`src/shared/asc_pkg.sv`:
```
// Register map, field layout, reset values and types of the setpoint scaler
`default_nettype none
package asc_pkg;
  // Clock and lag filter timing
  localparam int unsigned CLK_NS = 50;
  localparam int unsigned TAU_MIN_NS = 1000000; // Time constant at setting 0
  localparam int unsigned FILT_SHIFT = 4;
  localparam int unsigned FILT_TICK_CYC =
    TAU_MIN_NS / (CLK_NS * (1 << FILT_SHIFT));
  // Time constant of each setting over that of setting 0 (up to 1s)
  localparam logic [8:0][9:0] FILT_MULT = {10'h3E8, 10'h1A6, 10'h0B2,
    10'h04B, 10'h020, 10'h00D, 10'h006, 10'h002, 10'h001};
  localparam logic [3:0] FILT_MAX = 4'h8;
  localparam logic [4:0] DIV_STEPS = 5'h1C;
  // Register byte offsets
  localparam logic [7:0] OFF_RANGE = 8'h00;
  localparam logic [7:0] OFF_FILT = 8'h04;
  localparam logic [7:0] OFF_FREQ1 = 8'h08;
  localparam logic [7:0] OFF_LVL1 = 8'h0C;
  localparam logic [7:0] OFF_FREQ2 = 8'h10;
  localparam logic [7:0] OFF_LVL2 = 8'h14;
  localparam logic [7:0] OFF_DISP = 8'h18;
  localparam logic [7:0] OFF_ACCESS = 8'h1C;
  localparam logic [7:0] OFF_TERM = 8'h20;
  localparam logic [7:0] OFF_STATUS = 8'h24;
  localparam logic [7:0] OFF_VIEW = 8'h28;
  // Field positions
  localparam int unsigned FLD_RNG2 = 4;
  localparam int unsigned FLD_HI = 16;
  localparam int unsigned FLD_PROT = 1;
  // Reset values (frequency in 0.01Hz, level in 0.1%)
  localparam logic [3:0] RNG1_RST = 4'h1;
  localparam logic [1:0] RNG2_RST = 2'h0;
  localparam logic [3:0] FILT_RST = 4'h1;
  localparam logic [15:0] GAIN_FREQ_RST = 16'h1388;
  localparam logic [15:0] BIAS_FREQ_RST = 16'h0000;
  localparam logic [15:0] BIAS1_LVL_RST = 16'h0000;
  localparam logic [15:0] BIAS2_LVL_RST = 16'h00C8;
  localparam logic [15:0] GAIN_LVL_RST = 16'h03E8;
  localparam logic [19:0] TERM_RST = 20'h00000;
  // Legal codes and limits
  localparam logic [3:0] RNG1_10V = 4'h0;
  localparam logic [3:0] RNG1_5V = 4'h1;
  localparam logic [3:0] RNG1_REV10V = 4'hA;
  localparam logic [3:0] RNG1_REV5V = 4'hB;
  localparam logic [1:0] RNG2_V5 = 2'h1;
  localparam logic [1:0] RNG2_MAX = 2'h2;
  localparam logic [15:0] FREQ_MAX = 16'h9C40;
  localparam logic [15:0] LVL_MAX = 16'h0BB8;
  localparam logic [3:0] FUNC_SECOND_EN = 4'h4;
  localparam logic [1:0] RESP_OKAY = 2'h0;
  localparam logic [1:0] RESP_SLVERR = 2'h2;
  localparam logic [1:0] RESP_DECERR = 2'h3;
  // Types
  typedef struct packed {
    logic rev;
    logic [15:0] mag;
  } asc_cmd_t;
  typedef struct packed {
    logic vsw;
    logic [4:0] term;
    logic [11:0] s2;
    logic [11:0] s1;
  } asc_sync_t;
  typedef enum logic [2:0] {ST_IDLE, ST_LOAD, ST_SETUP, ST_DIV, ST_DONE}
    asc_state_t;
endpackage : asc_pkg
`default_nettype wire

```
`src/rtl/asc_scaler.sv`:
```
// Analog setpoint scaler with lag filter and AXI4-Lite settings
//
// Our own choices: the register offsets and register access over AXI4-Lite.
`timescale 1ns/100ps
`default_nettype none
// What this block does
// - full-scale input of the selected range gives the gain frequency
// - second select 1 or 2 with switch at V makes it a voltage input
// - second input drives the command only while its enable is high
// - first range 10 or 11 turns on polarity-reversible operation
// - reversible 5V with bias half of gain: below 2.5V runs reverse
// - reversible current input defaults: below 4mA reverse, above forward
// - first-order lag filter, setting 0 to 8, default 1
// - filter time constant runs from about 1ms to about 1s
// - each input has a gain frequency 0 to 400Hz, default 50Hz
// - first input bias frequency 0 to 400Hz, default 0Hz
// - second input bias frequency 0 to 400Hz, default 0Hz
// - first bias level 0 to 300 percent, default 0 percent
// - gain levels 0 to 300 percent, default 100 percent
// - second bias level defaults to 20 percent, about 4mA
// - bias frequency above gain frequency gives an inverse slope
// - display unit 0 shows percent, 1 shows volts or milliamps
// - filter and scaling settings written only while visibility is 0
// - display unit stays writable whatever the write protection
// - above gain point clamp to gain, below bias point clamp to bias unless reversible
// - terminal function code 4 routes a terminal to second enable
module asc_scaler #(
  parameter int unsigned TICK_BASE = asc_pkg::FILT_TICK_CYC
) (
  input wire logic aclk,
  input wire logic aresetn,
  input wire logic [7:0] s_axi_awaddr,
  input wire logic s_axi_awvalid,
  output logic s_axi_awready,
  input wire logic [31:0] s_axi_wdata,
  input wire logic [3:0] s_axi_wstrb,
  input wire logic s_axi_wvalid,
  output logic s_axi_wready,
  output logic [1:0] s_axi_bresp,
  output logic s_axi_bvalid,
  input wire logic s_axi_bready,
  input wire logic [7:0] s_axi_araddr,
  input wire logic s_axi_arvalid,
  output logic s_axi_arready,
  output logic [31:0] s_axi_rdata,
  output logic [1:0] s_axi_rresp,
  output logic s_axi_rvalid,
  input wire logic s_axi_rready,
  input wire logic [11:0] first_sample,
  input wire logic [11:0] second_sample,
  input wire logic [4:0] term_in,
  input wire logic volt_switch,
  output asc_pkg::asc_cmd_t freq_cmd,
  output logic second_active
);
  import asc_pkg::*;

  logic [3:0] rng1_r;
  logic [1:0] rng2_r;
  logic [3:0] filt_r;
  logic [31:0] f1_r, l1_r, f2_r, l2_r;
  logic disp_r, vis_r, prot_r;
  logic [19:0] term_r;
  asc_sync_t sy1_r, sy2_r;
  logic use2_r, en2, rev_mode;
  logic [15:0] fy1_r, fy2_r;
  logic [20:0] tcnt_r, tlim;
  logic tick_r;
  logic [11:0] pct1, pct2;
  asc_state_t st_r;
  logic [11:0] pct_r;
  logic [15:0] bl_r, gl_r, bf_r, gf_r;
  logic fix_r, neg_r;
  logic [15:0] fixv_r;
  logic [11:0] den_r;
  logic [12:0] rem_r;
  logic [27:0] quo_r;
  logic [4:0] dcnt_r;
  asc_cmd_t cmd_r;
  logic [31:0] view;

  // Input pins cross in through two flip-flops
  always_ff @(posedge aclk)
  begin
    sy1_r <= {volt_switch, term_in, second_sample, first_sample};
    sy2_r <= sy1_r;
  end

  // Second enable from any terminal mapped to function 4
  always_comb
  begin
    en2 = 1'b0;
    for (int i = 0; i < 5; i++)
      if (term_r[4*i +: 4] == FUNC_SECOND_EN && sy2_r.term[i])
        en2 = 1'b1;
  end

  assign rev_mode = rng1_r[3];
  // Full scale is 1000 (0.1%): 5V ranges halve, 10V and 20mA quarter
  assign pct1 = rng1_r[0] ? {1'b0, fy1_r[15:5]} : {2'b0, fy1_r[15:6]};
  assign pct2 = (rng2_r == RNG2_V5 && sy2_r.vsw)
    ? {1'b0, fy2_r[15:5]} : {2'b0, fy2_r[15:6]};

  // Filter tick: period scales the 1/16 step to the chosen time constant
  assign tlim = 21'(TICK_BASE) * 21'(FILT_MULT[filt_r]);
  always_ff @(posedge aclk)
  begin
    if (!aresetn || tick_r)
      tcnt_r <= 21'h000000;
    else
      tcnt_r <= tcnt_r + 21'h000001;
  end
  always_ff @(posedge aclk)
  begin
    if (!aresetn)
      tick_r <= 1'b0;
    else
      tick_r <= !tick_r && (tcnt_r >= tlim - 21'h000002);
  end

  // First-order lag: y += (x - y) / 16 on each tick
  always_ff @(posedge aclk)
  begin
    if (!aresetn)
    begin
      fy1_r <= 16'h0000;
      fy2_r <= 16'h0000;
    end
    else if (tick_r)
    begin
      fy1_r <= fy1_r + 16'($signed({1'b0, sy2_r.s1, 4'h0}
        - {1'b0, fy1_r}) >>> FILT_SHIFT);
      fy2_r <= fy2_r + 16'($signed({1'b0, sy2_r.s2, 4'h0}
        - {1'b0, fy2_r}) >>> FILT_SHIFT);
    end
  end

  // Scaling sequencer: load operands, pick case, divide, publish
  always_ff @(posedge aclk)
  begin
    if (!aresetn)
    begin
      st_r <= ST_IDLE;
      use2_r <= 1'b0;
    end
    else
    begin
      unique case (st_r)
        ST_IDLE: if (tick_r) st_r <= ST_LOAD;
        ST_LOAD:
        begin
          use2_r <= en2;
          st_r <= ST_SETUP;
        end
        ST_SETUP: st_r <= fix_nxt() ? ST_DONE : ST_DIV;
        ST_DIV: if (dcnt_r == 5'h01) st_r <= ST_DONE;
        ST_DONE: st_r <= ST_IDLE;
      endcase
    end
  end

  // Whether the result is a clamp rather than an interpolation
  function automatic logic fix_nxt();
    fix_nxt = gl_r <= bl_r || 16'(pct_r) >= gl_r
      || (16'(pct_r) < bl_r && !rev_mode);
  endfunction : fix_nxt

  // Operands of the active input
  always_ff @(posedge aclk)
  begin
    if (st_r == ST_LOAD)
    begin
      pct_r <= en2 ? pct2 : pct1;
      bf_r <= en2 ? f2_r[15:0] : f1_r[15:0];
      gf_r <= en2 ? f2_r[31:16] : f1_r[31:16];
      bl_r <= en2 ? l2_r[15:0] : l1_r[15:0];
      gl_r <= en2 ? l2_r[31:16] : l1_r[31:16];
    end
  end

  // Case selection and restoring divider for the interpolation
  always_ff @(posedge aclk)
  begin
    logic [11:0] d;
    logic [15:0] dm;
    logic [12:0] t;
    d = 12'h000;
    dm = 16'h0000;
    t = 13'h0000;
    if (st_r == ST_SETUP)
    begin
      d = 16'(pct_r) < bl_r ? 12'(bl_r - 16'(pct_r)) : 12'(16'(pct_r) - bl_r);
      dm = gf_r < bf_r ? bf_r - gf_r : gf_r - bf_r;
      fix_r <= fix_nxt();
      fixv_r <= (16'(pct_r) >= gl_r) ? gf_r : bf_r;
      neg_r <= (gf_r < bf_r) ^ (16'(pct_r) < bl_r);
      den_r <= 12'(gl_r - bl_r);
      quo_r <= 28'(dm * d);
      rem_r <= 13'h0000;
      dcnt_r <= DIV_STEPS;
    end
    else if (st_r == ST_DIV)
    begin
      t = {rem_r[11:0], quo_r[27]};
      if (t >= {1'b0, den_r})
        rem_r <= t - {1'b0, den_r};
      else
        rem_r <= t;
      quo_r <= {quo_r[26:0], t >= {1'b0, den_r}};
      dcnt_r <= dcnt_r - 5'h01;
    end
  end

  // Command: signed sum gives direction, magnitude clipped to 400Hz
  always_ff @(posedge aclk)
  begin
    logic signed [29:0] res;
    res = 30'sh0;
    if (!aresetn)
      cmd_r <= '0;
    else if (st_r == ST_DONE)
    begin
      if (fix_r)
        res = $signed({14'h0000, fixv_r});
      else if (neg_r)
        res = $signed({14'h0000, bf_r}) - $signed({2'h0, quo_r});
      else
        res = $signed({14'h0000, bf_r}) + $signed({2'h0, quo_r});
      cmd_r.rev <= res < 0;
      if (res < 0)
        res = -res;
      cmd_r.mag <= res > $signed({14'h0000, FREQ_MAX})
        ? FREQ_MAX : res[15:0];
    end
  end

  // Levels of the active input in percent, or with display unit 1 in volts or milliamps (0.01 units)
  always_comb
  begin
    logic [15:0] b, g;
    b = use2_r ? l2_r[15:0] : l1_r[15:0];
    g = use2_r ? l2_r[31:16] : l1_r[31:16];
    view = {g, b};
    if (disp_r)
    begin
      if (use2_r && !(rng2_r != 2'h0 && sy2_r.vsw))
        view = {g[14:0], 1'b0, b[14:0], 1'b0};
      else if (use2_r ? rng2_r == RNG2_V5 : rng1_r[0])
        view = {1'b0, g[15:1], 1'b0, b[15:1]};
    end
  end

  // Register read view
  function automatic logic [31:0] reg_val(input logic [7:0] a);
    unique case (a)
      OFF_RANGE: reg_val = 32'({rng2_r, rng1_r});
      OFF_FILT: reg_val = 32'(filt_r);
      OFF_FREQ1: reg_val = f1_r;
      OFF_LVL1: reg_val = l1_r;
      OFF_FREQ2: reg_val = f2_r;
      OFF_LVL2: reg_val = l2_r;
      OFF_DISP: reg_val = 32'(disp_r);
      OFF_ACCESS: reg_val = 32'({prot_r, vis_r});
      OFF_TERM: reg_val = 32'(term_r);
      OFF_STATUS: reg_val = 32'({rev_mode, use2_r, cmd_r});
      OFF_VIEW: reg_val = view;
      default: reg_val = 32'h00000000;
    endcase
  endfunction : reg_val

  // Write channel: address and data may arrive in either order
  logic [7:0] wa_r;
  logic [31:0] wd_r, wv, wm;
  logic [3:0] ws_r;
  logic wr_go;
  logic [1:0] wresp;
  assign wr_go = !s_axi_awready && !s_axi_wready && !s_axi_bvalid;
  assign wm = {{8{ws_r[3]}}, {8{ws_r[2]}}, {8{ws_r[1]}}, {8{ws_r[0]}}};
  // Strobed bytes merged with the current value; a process, so that a
  // register change read inside the function is seen as well
  always_comb
  begin
    wv = (reg_val(wa_r) & ~wm) | (wd_r & wm);
  end

  // Decode, lock and range check of a write
  always_comb
  begin
    logic lk, ok;
    lk = prot_r;
    ok = 1'b1;
    unique case (wa_r)
      OFF_RANGE: ok = wv[5:4] <= RNG2_MAX && (wv[3:0] == RNG1_10V
        || wv[3:0] == RNG1_5V || wv[3:0] == RNG1_REV10V
        || wv[3:0] == RNG1_REV5V);
      OFF_FILT:
      begin
        lk = prot_r || vis_r;
        ok = wv[3:0] <= FILT_MAX;
      end
      OFF_FREQ1, OFF_FREQ2:
      begin
        lk = prot_r || vis_r;
        ok = wv[15:0] <= FREQ_MAX && wv[31:16] <= FREQ_MAX;
      end
      OFF_LVL1, OFF_LVL2:
      begin
        lk = prot_r || vis_r;
        ok = wv[15:0] <= LVL_MAX && wv[31:16] <= LVL_MAX;
      end
      OFF_DISP, OFF_ACCESS: lk = 1'b0;
      OFF_TERM: ok = 1'b1;
      OFF_STATUS, OFF_VIEW: ok = 1'b0;
      default: ok = 1'b0;
    endcase
    if (wa_r > OFF_VIEW || wa_r[1:0] != 2'h0)
      wresp = RESP_DECERR;
    else
      wresp = (lk || !ok) ? RESP_SLVERR : RESP_OKAY;
  end

  // Write handshake and response
  always_ff @(posedge aclk)
  begin
    if (!aresetn)
    begin
      s_axi_awready <= 1'b1;
      s_axi_wready <= 1'b1;
      s_axi_bvalid <= 1'b0;
      s_axi_bresp <= RESP_OKAY;
    end
    else
    begin
      if (s_axi_awvalid && s_axi_awready)
      begin
        wa_r <= s_axi_awaddr;
        s_axi_awready <= 1'b0;
      end
      if (s_axi_wvalid && s_axi_wready)
      begin
        wd_r <= s_axi_wdata;
        ws_r <= s_axi_wstrb;
        s_axi_wready <= 1'b0;
      end
      if (wr_go)
      begin
        s_axi_bvalid <= 1'b1;
        s_axi_bresp <= wresp;
      end
      else if (s_axi_bvalid && s_axi_bready)
      begin
        s_axi_bvalid <= 1'b0;
        s_axi_awready <= 1'b1;
        s_axi_wready <= 1'b1;
      end
    end
  end

  // Settings registers, updated only by accepted writes
  always_ff @(posedge aclk)
  begin
    if (!aresetn)
    begin
      rng1_r <= RNG1_RST;
      rng2_r <= RNG2_RST;
      filt_r <= FILT_RST;
      f1_r <= {GAIN_FREQ_RST, BIAS_FREQ_RST};
      l1_r <= {GAIN_LVL_RST, BIAS1_LVL_RST};
      f2_r <= {GAIN_FREQ_RST, BIAS_FREQ_RST};
      l2_r <= {GAIN_LVL_RST, BIAS2_LVL_RST};
      disp_r <= 1'b0;
      vis_r <= 1'b0;
      prot_r <= 1'b0;
      term_r <= TERM_RST;
    end
    else if (wr_go && wresp == RESP_OKAY)
    begin
      unique case (wa_r)
        OFF_RANGE: {rng2_r, rng1_r} <= wv[FLD_RNG2 + 1:0];
        OFF_FILT: filt_r <= wv[3:0];
        OFF_FREQ1: f1_r <= wv;
        OFF_LVL1: l1_r <= wv;
        OFF_FREQ2: f2_r <= wv;
        OFF_LVL2: l2_r <= wv;
        OFF_DISP: disp_r <= wv[0];
        OFF_ACCESS: {prot_r, vis_r} <= wv[FLD_PROT:0];
        OFF_TERM: term_r <= wv[19:0];
        default: disp_r <= disp_r;
      endcase
    end
  end

  // Read channel: answer one cycle after the address is taken
  always_ff @(posedge aclk)
  begin
    if (!aresetn)
    begin
      s_axi_arready <= 1'b1;
      s_axi_rvalid <= 1'b0;
      s_axi_rdata <= 32'h00000000;
      s_axi_rresp <= RESP_OKAY;
    end
    else if (s_axi_arvalid && s_axi_arready)
    begin
      s_axi_arready <= 1'b0;
      s_axi_rvalid <= 1'b1;
      s_axi_rdata <= reg_val(s_axi_araddr);
      s_axi_rresp <= (s_axi_araddr > OFF_VIEW || s_axi_araddr[1:0] != 2'h0)
        ? RESP_DECERR : RESP_OKAY;
    end
    else if (s_axi_rvalid && s_axi_rready)
    begin
      s_axi_rvalid <= 1'b0;
      s_axi_arready <= 1'b1;
    end
  end

  assign freq_cmd = cmd_r;
  assign second_active = use2_r;

  // Checks on the settings and the scaling path
  a_filt_default: assert property (@(posedge aclk)
    $rose(aresetn) |-> filt_r == FILT_RST && l2_r[15:0] == BIAS2_LVL_RST)
    else $error("filter or second bias level not at reset value");
  a_lock_scale: assert property (@(posedge aclk) disable iff (!aresetn)
    wr_go && vis_r |=> $stable(filt_r) && $stable(f1_r) && $stable(l2_r))
    else $error("scaling setting changed while locked");
  a_disp_write: assert property (@(posedge aclk) disable iff (!aresetn)
    wr_go && wa_r == OFF_DISP && ws_r[0] |=> disp_r == $past(wd_r[0])
      && s_axi_bresp == RESP_OKAY)
    else $error("display unit write refused");
  a_clamp_gain: assert property (@(posedge aclk) disable iff (!aresetn)
    st_r == ST_SETUP && gl_r > bl_r && 16'(pct_r) >= gl_r
      |=> ##1 cmd_r.mag == gf_r && !cmd_r.rev)
    else $error("command not clamped to gain frequency");
  a_clamp_bias: assert property (@(posedge aclk) disable iff (!aresetn)
    st_r == ST_SETUP && !rev_mode && gl_r > bl_r && 16'(pct_r) < bl_r
      |=> ##1 cmd_r.mag == bf_r)
    else $error("command not clamped to bias frequency");
  a_rev_below: assert property (@(posedge aclk) disable iff (!aresetn)
    st_r == ST_SETUP && rev_mode && bf_r == 16'h0000 && gl_r > bl_r
      && gf_r > 16'h0000 && 16'(pct_r) < bl_r
      |-> ##[2:31] st_r == ST_IDLE && cmd_r.rev)
    else $error("no reverse below the bias point");
  a_div_time: assert property (@(posedge aclk) disable iff (!aresetn)
    st_r == ST_SETUP ##1 st_r == ST_DIV |-> ##27 st_r == ST_DIV ##1
      st_r == ST_DONE)
    else $error("interpolation did not finish in 28 steps");
  a_sel_second: assert property (@(posedge aclk) disable iff (!aresetn)
    st_r == ST_LOAD |=> use2_r == $past(en2)
      && gf_r == ($past(en2) ? $past(f2_r[31:16]) : $past(f1_r[31:16])))
    else $error("wrong input chosen for the command");
endmodule : asc_scaler
`default_nettype wire

```
`config.mk`:
```
export PLATFORM = sky130hd
export DESIGN_NAME = asc_scaler
export DESIGN_NICKNAME = d
export VERILOG_FILES = /design/src/shared/asc_pkg.sv /design/src/rtl/asc_scaler.sv
export SDC_FILE = /design/constraint.sdc
export NUM_CORES = 2
export LEC_CHECK = 0
export BUFFER_PORTS_ARGS = -buffer_cell sky130_fd_sc_hd__buf_2
export CORE_UTILIZATION = 65
export CTS_CLUSTER_SIZE = 28
export DETAILED_ROUTE_END_ITERATION = 8
export GPL_TIMING_DRIVEN = 0
export PLACE_DENSITY = 0.86
export SLEW_MARGIN = 20
export SYNTH_ARGS = -nofsm -noshare
export SYNTH_HDL_FRONTEND = slang
export SYNTH_SLANG_ARGS = --single-unit
```
`constraint.sdc`:
```
create_clock -name aclk -period 21.7 [get_ports aclk]
set_input_delay 3.255 -clock aclk [delete_from_list [all_inputs] [get_ports aclk]]
set_output_delay 3.255 -clock aclk [all_outputs]
set_load 0.01 [all_outputs]
```
---- Yosys cells after proc, flatten, opt, wreduce, memory -nomap -nowiden ----
Memory sizes are Yosys's and may differ from the RTL's. A register that Yosys moved wholly into a read port is not among the register bits.
Index checks and enable logic that the tools add are counted.
operators by class
  add/sub/neg operators ................... 16
  multiply operators ...................... 2
  magnitude comparators ................... 17
  eq/ne operators ......................... 36
  multiplexer cells ....................... 58
  bitwise logic cells ..................... 5
  reductions and logical operators ........ 67
operator list
  kind                    count
  $pmux W32 S11           2
  $mux W30                7
  $mux W16                9
  $mux W32                3
  $and A32 B32 Y32        2
  $eq A8 B5 Y1 const B    8
  $mux W28                2
  $eq A8 B6 Y1 const B    6
  $sub A12 B12 Y12        4
  $sub A16 B16 Y17        2
  $mux W11                3
  $add A16 B16 Y16        2
  $eq A8 B4 Y1 const B    4
  $le A16 B12 Y1 const B  2
  $le A16 B16 Y1 const B  2
  $not A32 Y32            1
  $or A32 B32 Y32         1
  $sub A16 B16 Y16        2
  $gt A30 B17 Y1 const B  1
  $lt A30 B1 Y1 const B   1
  $neg A30 Y30            1
  $add A16 B28 Y29        1
  $sub A16 B28 Y29        1
  $mul A16 B12 Y28        1
  46 further kinds        133
storage, ports and cells
  register bits ........................... 532
  ROM bits ................................ 160
  input bits .............................. 89
  output and inout port bits .............. 59
  word-level logic and storage cells ...... 252
  memories kept ........................... 1
memory list
  memory           words  bits a word  rd ports  clocked after memory_dff  wr ports  RTL line           RTL
  (no name shown)  16     10           1         1                         0         asc_scaler.sv:105  assign tlim = 21'(TICK_BASE) * 21'(FILT_MULT[filt_r]);

---- Depth between registers and ports, before layout ----
  word-level depth ........................ 24
  depth in mapped cells ................... 42
  depth with buffers taken out ............ 40

---- Least setup slack after synthesis ----
No wires, ideal clock.
  path kind ............................... flip-flop to flip-flop
  start ................................... register pct_r[0]
  end ..................................... register quo_r[26], data pin
  library setup time ...................... 0.268 ns
  arrival time ............................ 8.762 ns
  required time ........................... 21.432 ns
  path slack .............................. 12.671 ns
  stages on the path, launching flop included .. 38
  path buffers ............................ 1
  period minus slack after synthesis ...... 9.029 ns
  cells stage by stage .................... edfxtp_1 inv_1 ha_1 inv_1 fa_1 a21o_1 a21o_1 a21o_1 a21o_1 a21oi_1 o41ai_1 o31ai_1 mux2i_1 o221a_2 o21ai_0 a21oi_1 xnor2_1 clkbuf_1 (+2 left out) fa_1 inv_1 fa_1 fa_1 inv_1 fa_1 inv_1 ha_1 and3_1 a21boi_0 o31ai_1 o211ai_1 a31oi_1 nor2b_1 o21ai_0 a21oi_1 xnor2_1 o21ai_0
on the way
  word-level cells in the longest chain between the ends .. 4
  elaborated cells between the ends (all ways) .. 6
  classes of those cells .................. add/sub (2); mul (1); order compare (1); mux (2)
RTL lines
  item                                                RTL line           RTL
  start: declaration                                  asc_scaler.sv:71   logic [11:0] pct_r;
  start signal: assignment                            asc_scaler.sv:173  pct_r <= en2 ? pct2 : pct1;
  $lt A12 B16 Y1 or $sub A12 B12 Y12 (tied branches)  asc_scaler.sv:192  d = 16'(pct_r) < bl_r ? 12'(bl_r - 16'(pct_r)) : 12'(16'(pct_r) - bl_r);
  $mux W12 *                                          asc_scaler.sv:192
  $mul A16 B12 Y28 *                                  asc_scaler.sv:198  quo_r <= 28'(dm * d);
  $mux W28 *                                          asc_scaler.sv:190  if (st_r == ST_SETUP)
  end signal: assignment                              asc_scaler.sv:198
  end signal: assignment                              asc_scaler.sv:209  quo_r <= {quo_r[26:0], t >= {1'b0, den_r}};
  end: declaration                                    asc_scaler.sv:77   logic [27:0] quo_r;
Mark *: on every way between the ends. The rest lies on a longest branch, timed or not.
A chain may end at the register's enable or synchronous reset.

---- Worst setup path in the final report ----
  start ................................... register pct_r[0]
  end ..................................... register quo_r[24], data pin
Same word-level chain as after synthesis.

==> impl_metrics.toml <==
[yosys]
yosysSeqAreaShare = 0.298
ys_top_cells_by_area = "dfxtp_1 (17%), edfxtp_1 (13%), ha_1 (10%)"
syn-num-nets = 5292
syn-cell-area_sq_um = 42200
ys_async_sr_fraction = 0
ys_types = 105
yosysTopAreaCellShare = 0.172
synth_flop_cell = "dfxtp_1"
syn_inst = 4699
avgSynthCellArea_sq_um = 8.98
yosysWarnings = 0
yosysMostFrequentCell = "nand2_1"
synth_edf_count = 177
synth_top_area_cell = "dfxtp_1"
synth.ff_latch_count = 540
synth_common_cells = "nand2_1 (442), inv_1 (441), dfxtp_1 (363), ha_1 (337), mux2i_1 (272)"

[place]
portBuffers = 147
dp_slack_ns = 10.81
dp.cells = 5708
gp_congestion = 1.05
post-dp-hpwl_microns = 116000
placed_cell_area_sq_um = 44200

[clock_tree]
cts_buffer_depth = 3
htree_levels = 2
cts_tree = "yes"
cts_hold_buf = 0
postCtsSetupBuffers = 0
numCtsBuffers = 58
cts_root_buf = "clkbuf_16"
cts_resized = 0
cts.clk_slew.worst_paths_ns = 0.07
cts_sinks = 540
insertion_delay_ns = 0.67

[job]
maxCapViolations = 0

[floorplanning]
dieArea_sq_um = 66000
rows = 93
die_x_microns = 257
initial_core_util = 0.656
die_h_microns = 257
core-area_sq_um = 64300
pin_count = 148

[global_route]
grt.overflow.total = 0
grt_util_all_layers = 0.452
antenna_found_initial = 7
first_global_vias = 37200
grt_first_pass_wirelength_microns = 226000
grt_max_degree = 56

[sta]
relSlewSlack = 0.193
finalCriticalPeriod_ns = 11.11
fmax_ghz = 0.0900
rsz0062_at_grt = "no"
fin_skew_ns = 0.0383
setup_tns_ns = 0
worst_slew_pin_slew_ns = 1.21
final_hold_viol_count = 0
setup_viol = 0
finalMaxSlewViolations = 0
setup_slack_ns = 10.59
period_share = 0.512

[worst_setup_path]
path_class = "flip-flop to flip-flop"
end_kind = "flip-flop"
rr_worst_depth = 37
crit_required_ns = 22.07
cp_common_cell = "fa_1"
critPathLaunchType = "flip-flop"
r2r_start = "pct_r[0]"
cp_max_fo = 10
r2r-end = "quo_r[24]"
critPathSlowestCell = "xnor2_1"
worst_ep_arrival_time_ns = 11.48
slowest_delay_ns = 0.86
worst-r2r-setup-slack_ns = 10.59

[route]
drc_errors = 0
drt_wl_total_microns = 153000
viasPerCell = 6.60
ant_nets = 0
dr_total_vias = 38400
drt-pass1-iter-count = 8
drtIter0Drc = 5107
wl_per_cell_microns = 26.2

[worst_hold_path]
hold_path_class = "flip-flop to flip-flop"
min_to = "sy2_r[26]"
hp-start = "sy1_r[26]"
whs_path_depth = 0

[layout]
finalNetCount = 5506
multiInputGateArea_sq_um = 27000
seqCellArea_sq_um = 12600
drive_gt1_frac = 0.0943
stdcell_count = 5822
fin_util = 0.717
finalInstanceArea_sq_um = 46200
fillers = 4811
syn2layout_area_growth_pct = 9.36

[power]
ir_drop_v = 0.0000736
powerDensity_nw_per_um2 = 47.6
p_leak_nw = 20.4

[status]
status = "complete, no violations"
[layer usage]
| layer | global-route usage | share of wire | wire [microns] |
|---|---|---|---|
| met5 | 0 | 0.000085 | 13 |
| met4 | 0.261 | 0.069 | 10500 |
| met3 | 0.120 | 0.12 | 17600 |
| met2 | 0.704 | 0.44 | 66800 |
| met1 | 0.565 | 0.38 | 57800 |
[worst max path at each step]
stage	from	to	slack (ns)	depth (start not counted)
after floorplan	pct_r[0]	quo_r[26]	12.67	37
after global placement	pct_r[0]	quo_r[26]	10.99	37
after detailed placement	pct_r[0]	quo_r[26]	10.81	37
after CTS	pct_r[0]	quo_r[24]	10.77	37
after global routing	pct_r[0]	quo_r[26]	10.05	37
final	pct_r[0]	quo_r[24]	10.59	37
[sequential cells by signal, indices dropped and copies added, names as in the netlist, 8 cells and up, named ones only]
signal and count:
tcnt_r 21, wd_r 32, pct_r 11, sy1_r 30
l1_r 32, gf_r 16, den_r 12, sy2_r 30
term_r 20, gl_r 16, fixv_r 16, l2_r 32
rem_r 12, s_axi_rdata 32, fy2_r 16, f1_r 32
quo_r 28, bf_r 16, freq_cmd 17, bl_r 16
fy1_r 16, f2_r 32, wa_r 8
[report_power, final]
| group | internal, mW | switching, mW |
|---|---|---|
| clock | 0.570 | 0.457 |
| sequential | 1.05 | 0.00715 |
| combinational | 0.0390 | 0.0714 |
| total | 1.66 | 0.536 |
[worst max-delay path: cells and delay by family (launching register included)]
family                   cells  cell delay (ns)
AND/OR/NAND/NOR              4             0.60
buffers and inverters        6             0.80
multiplexers                 1             0.26
flip-flops                   1             0.42
adder cells (fa/ha/maj)      8             3.59
AO/OA/AOI/OAI               16             4.14
XOR/XNOR                     2             1.06
[stage by stage]
| step | power [mW] | hold WS (ns) |
|---|---|---|
| 6_report | 2.20 | 0.328 |
| 5_1_grt | 2.24 | 0.333 |
| 4_1_cts | 2.19 | 0.327 |
| 3_5_place_dp | 1.18 | 0.312 |
| 3_3_place_gp | 1.18 | 0.310 |
| 2_1_floorplan | 1.14 | 0.310 |
[layout by cell type (no fill, tap or decap), types with 92 or more instances in the layout]
cell,count
nand2_1,442
inv_1,441
dfxtp_1,363
ha_1,337
mux2i_1,272
nor2_1,247
a21oi_1,218
o21ai_0,207
nor2b_1,196
clkbuf_1,189
buf_2,177
edfxtp_1,177
fa_1,167
a22oi_1,126
xnor2_1,117
nand3_1,92
[final cells by class]
type	instances	area share
sequential	540	0.273
timing repair buffer	154	0.0184
clock buffer	77	0.0352
inverter	446	0.0363
clock inverter	33	0.00721
antenna	4	0.000217
tap	855	0.0232
multi-input combinational	3468	0.585
buffer	245	0.0221
[kinds of logic (layout without fill, tap and decap cells)]
logic type,Yosys count,after routing,share of synthesized area
AND/OR/NAND/NOR,1384,1384,0.163
AO/OA/AOI/OAI,1040,1040,0.169
buffers and inverters,691,955,0.0637
flip-flops,540,540,0.298
adder cells (fa/ha/maj),504,504,0.179
multiplexers,365,365,0.0904
XOR/XNOR,175,175,0.0363
other,0,4,0
Note: power is estimated with default switching activity, not from simulation.
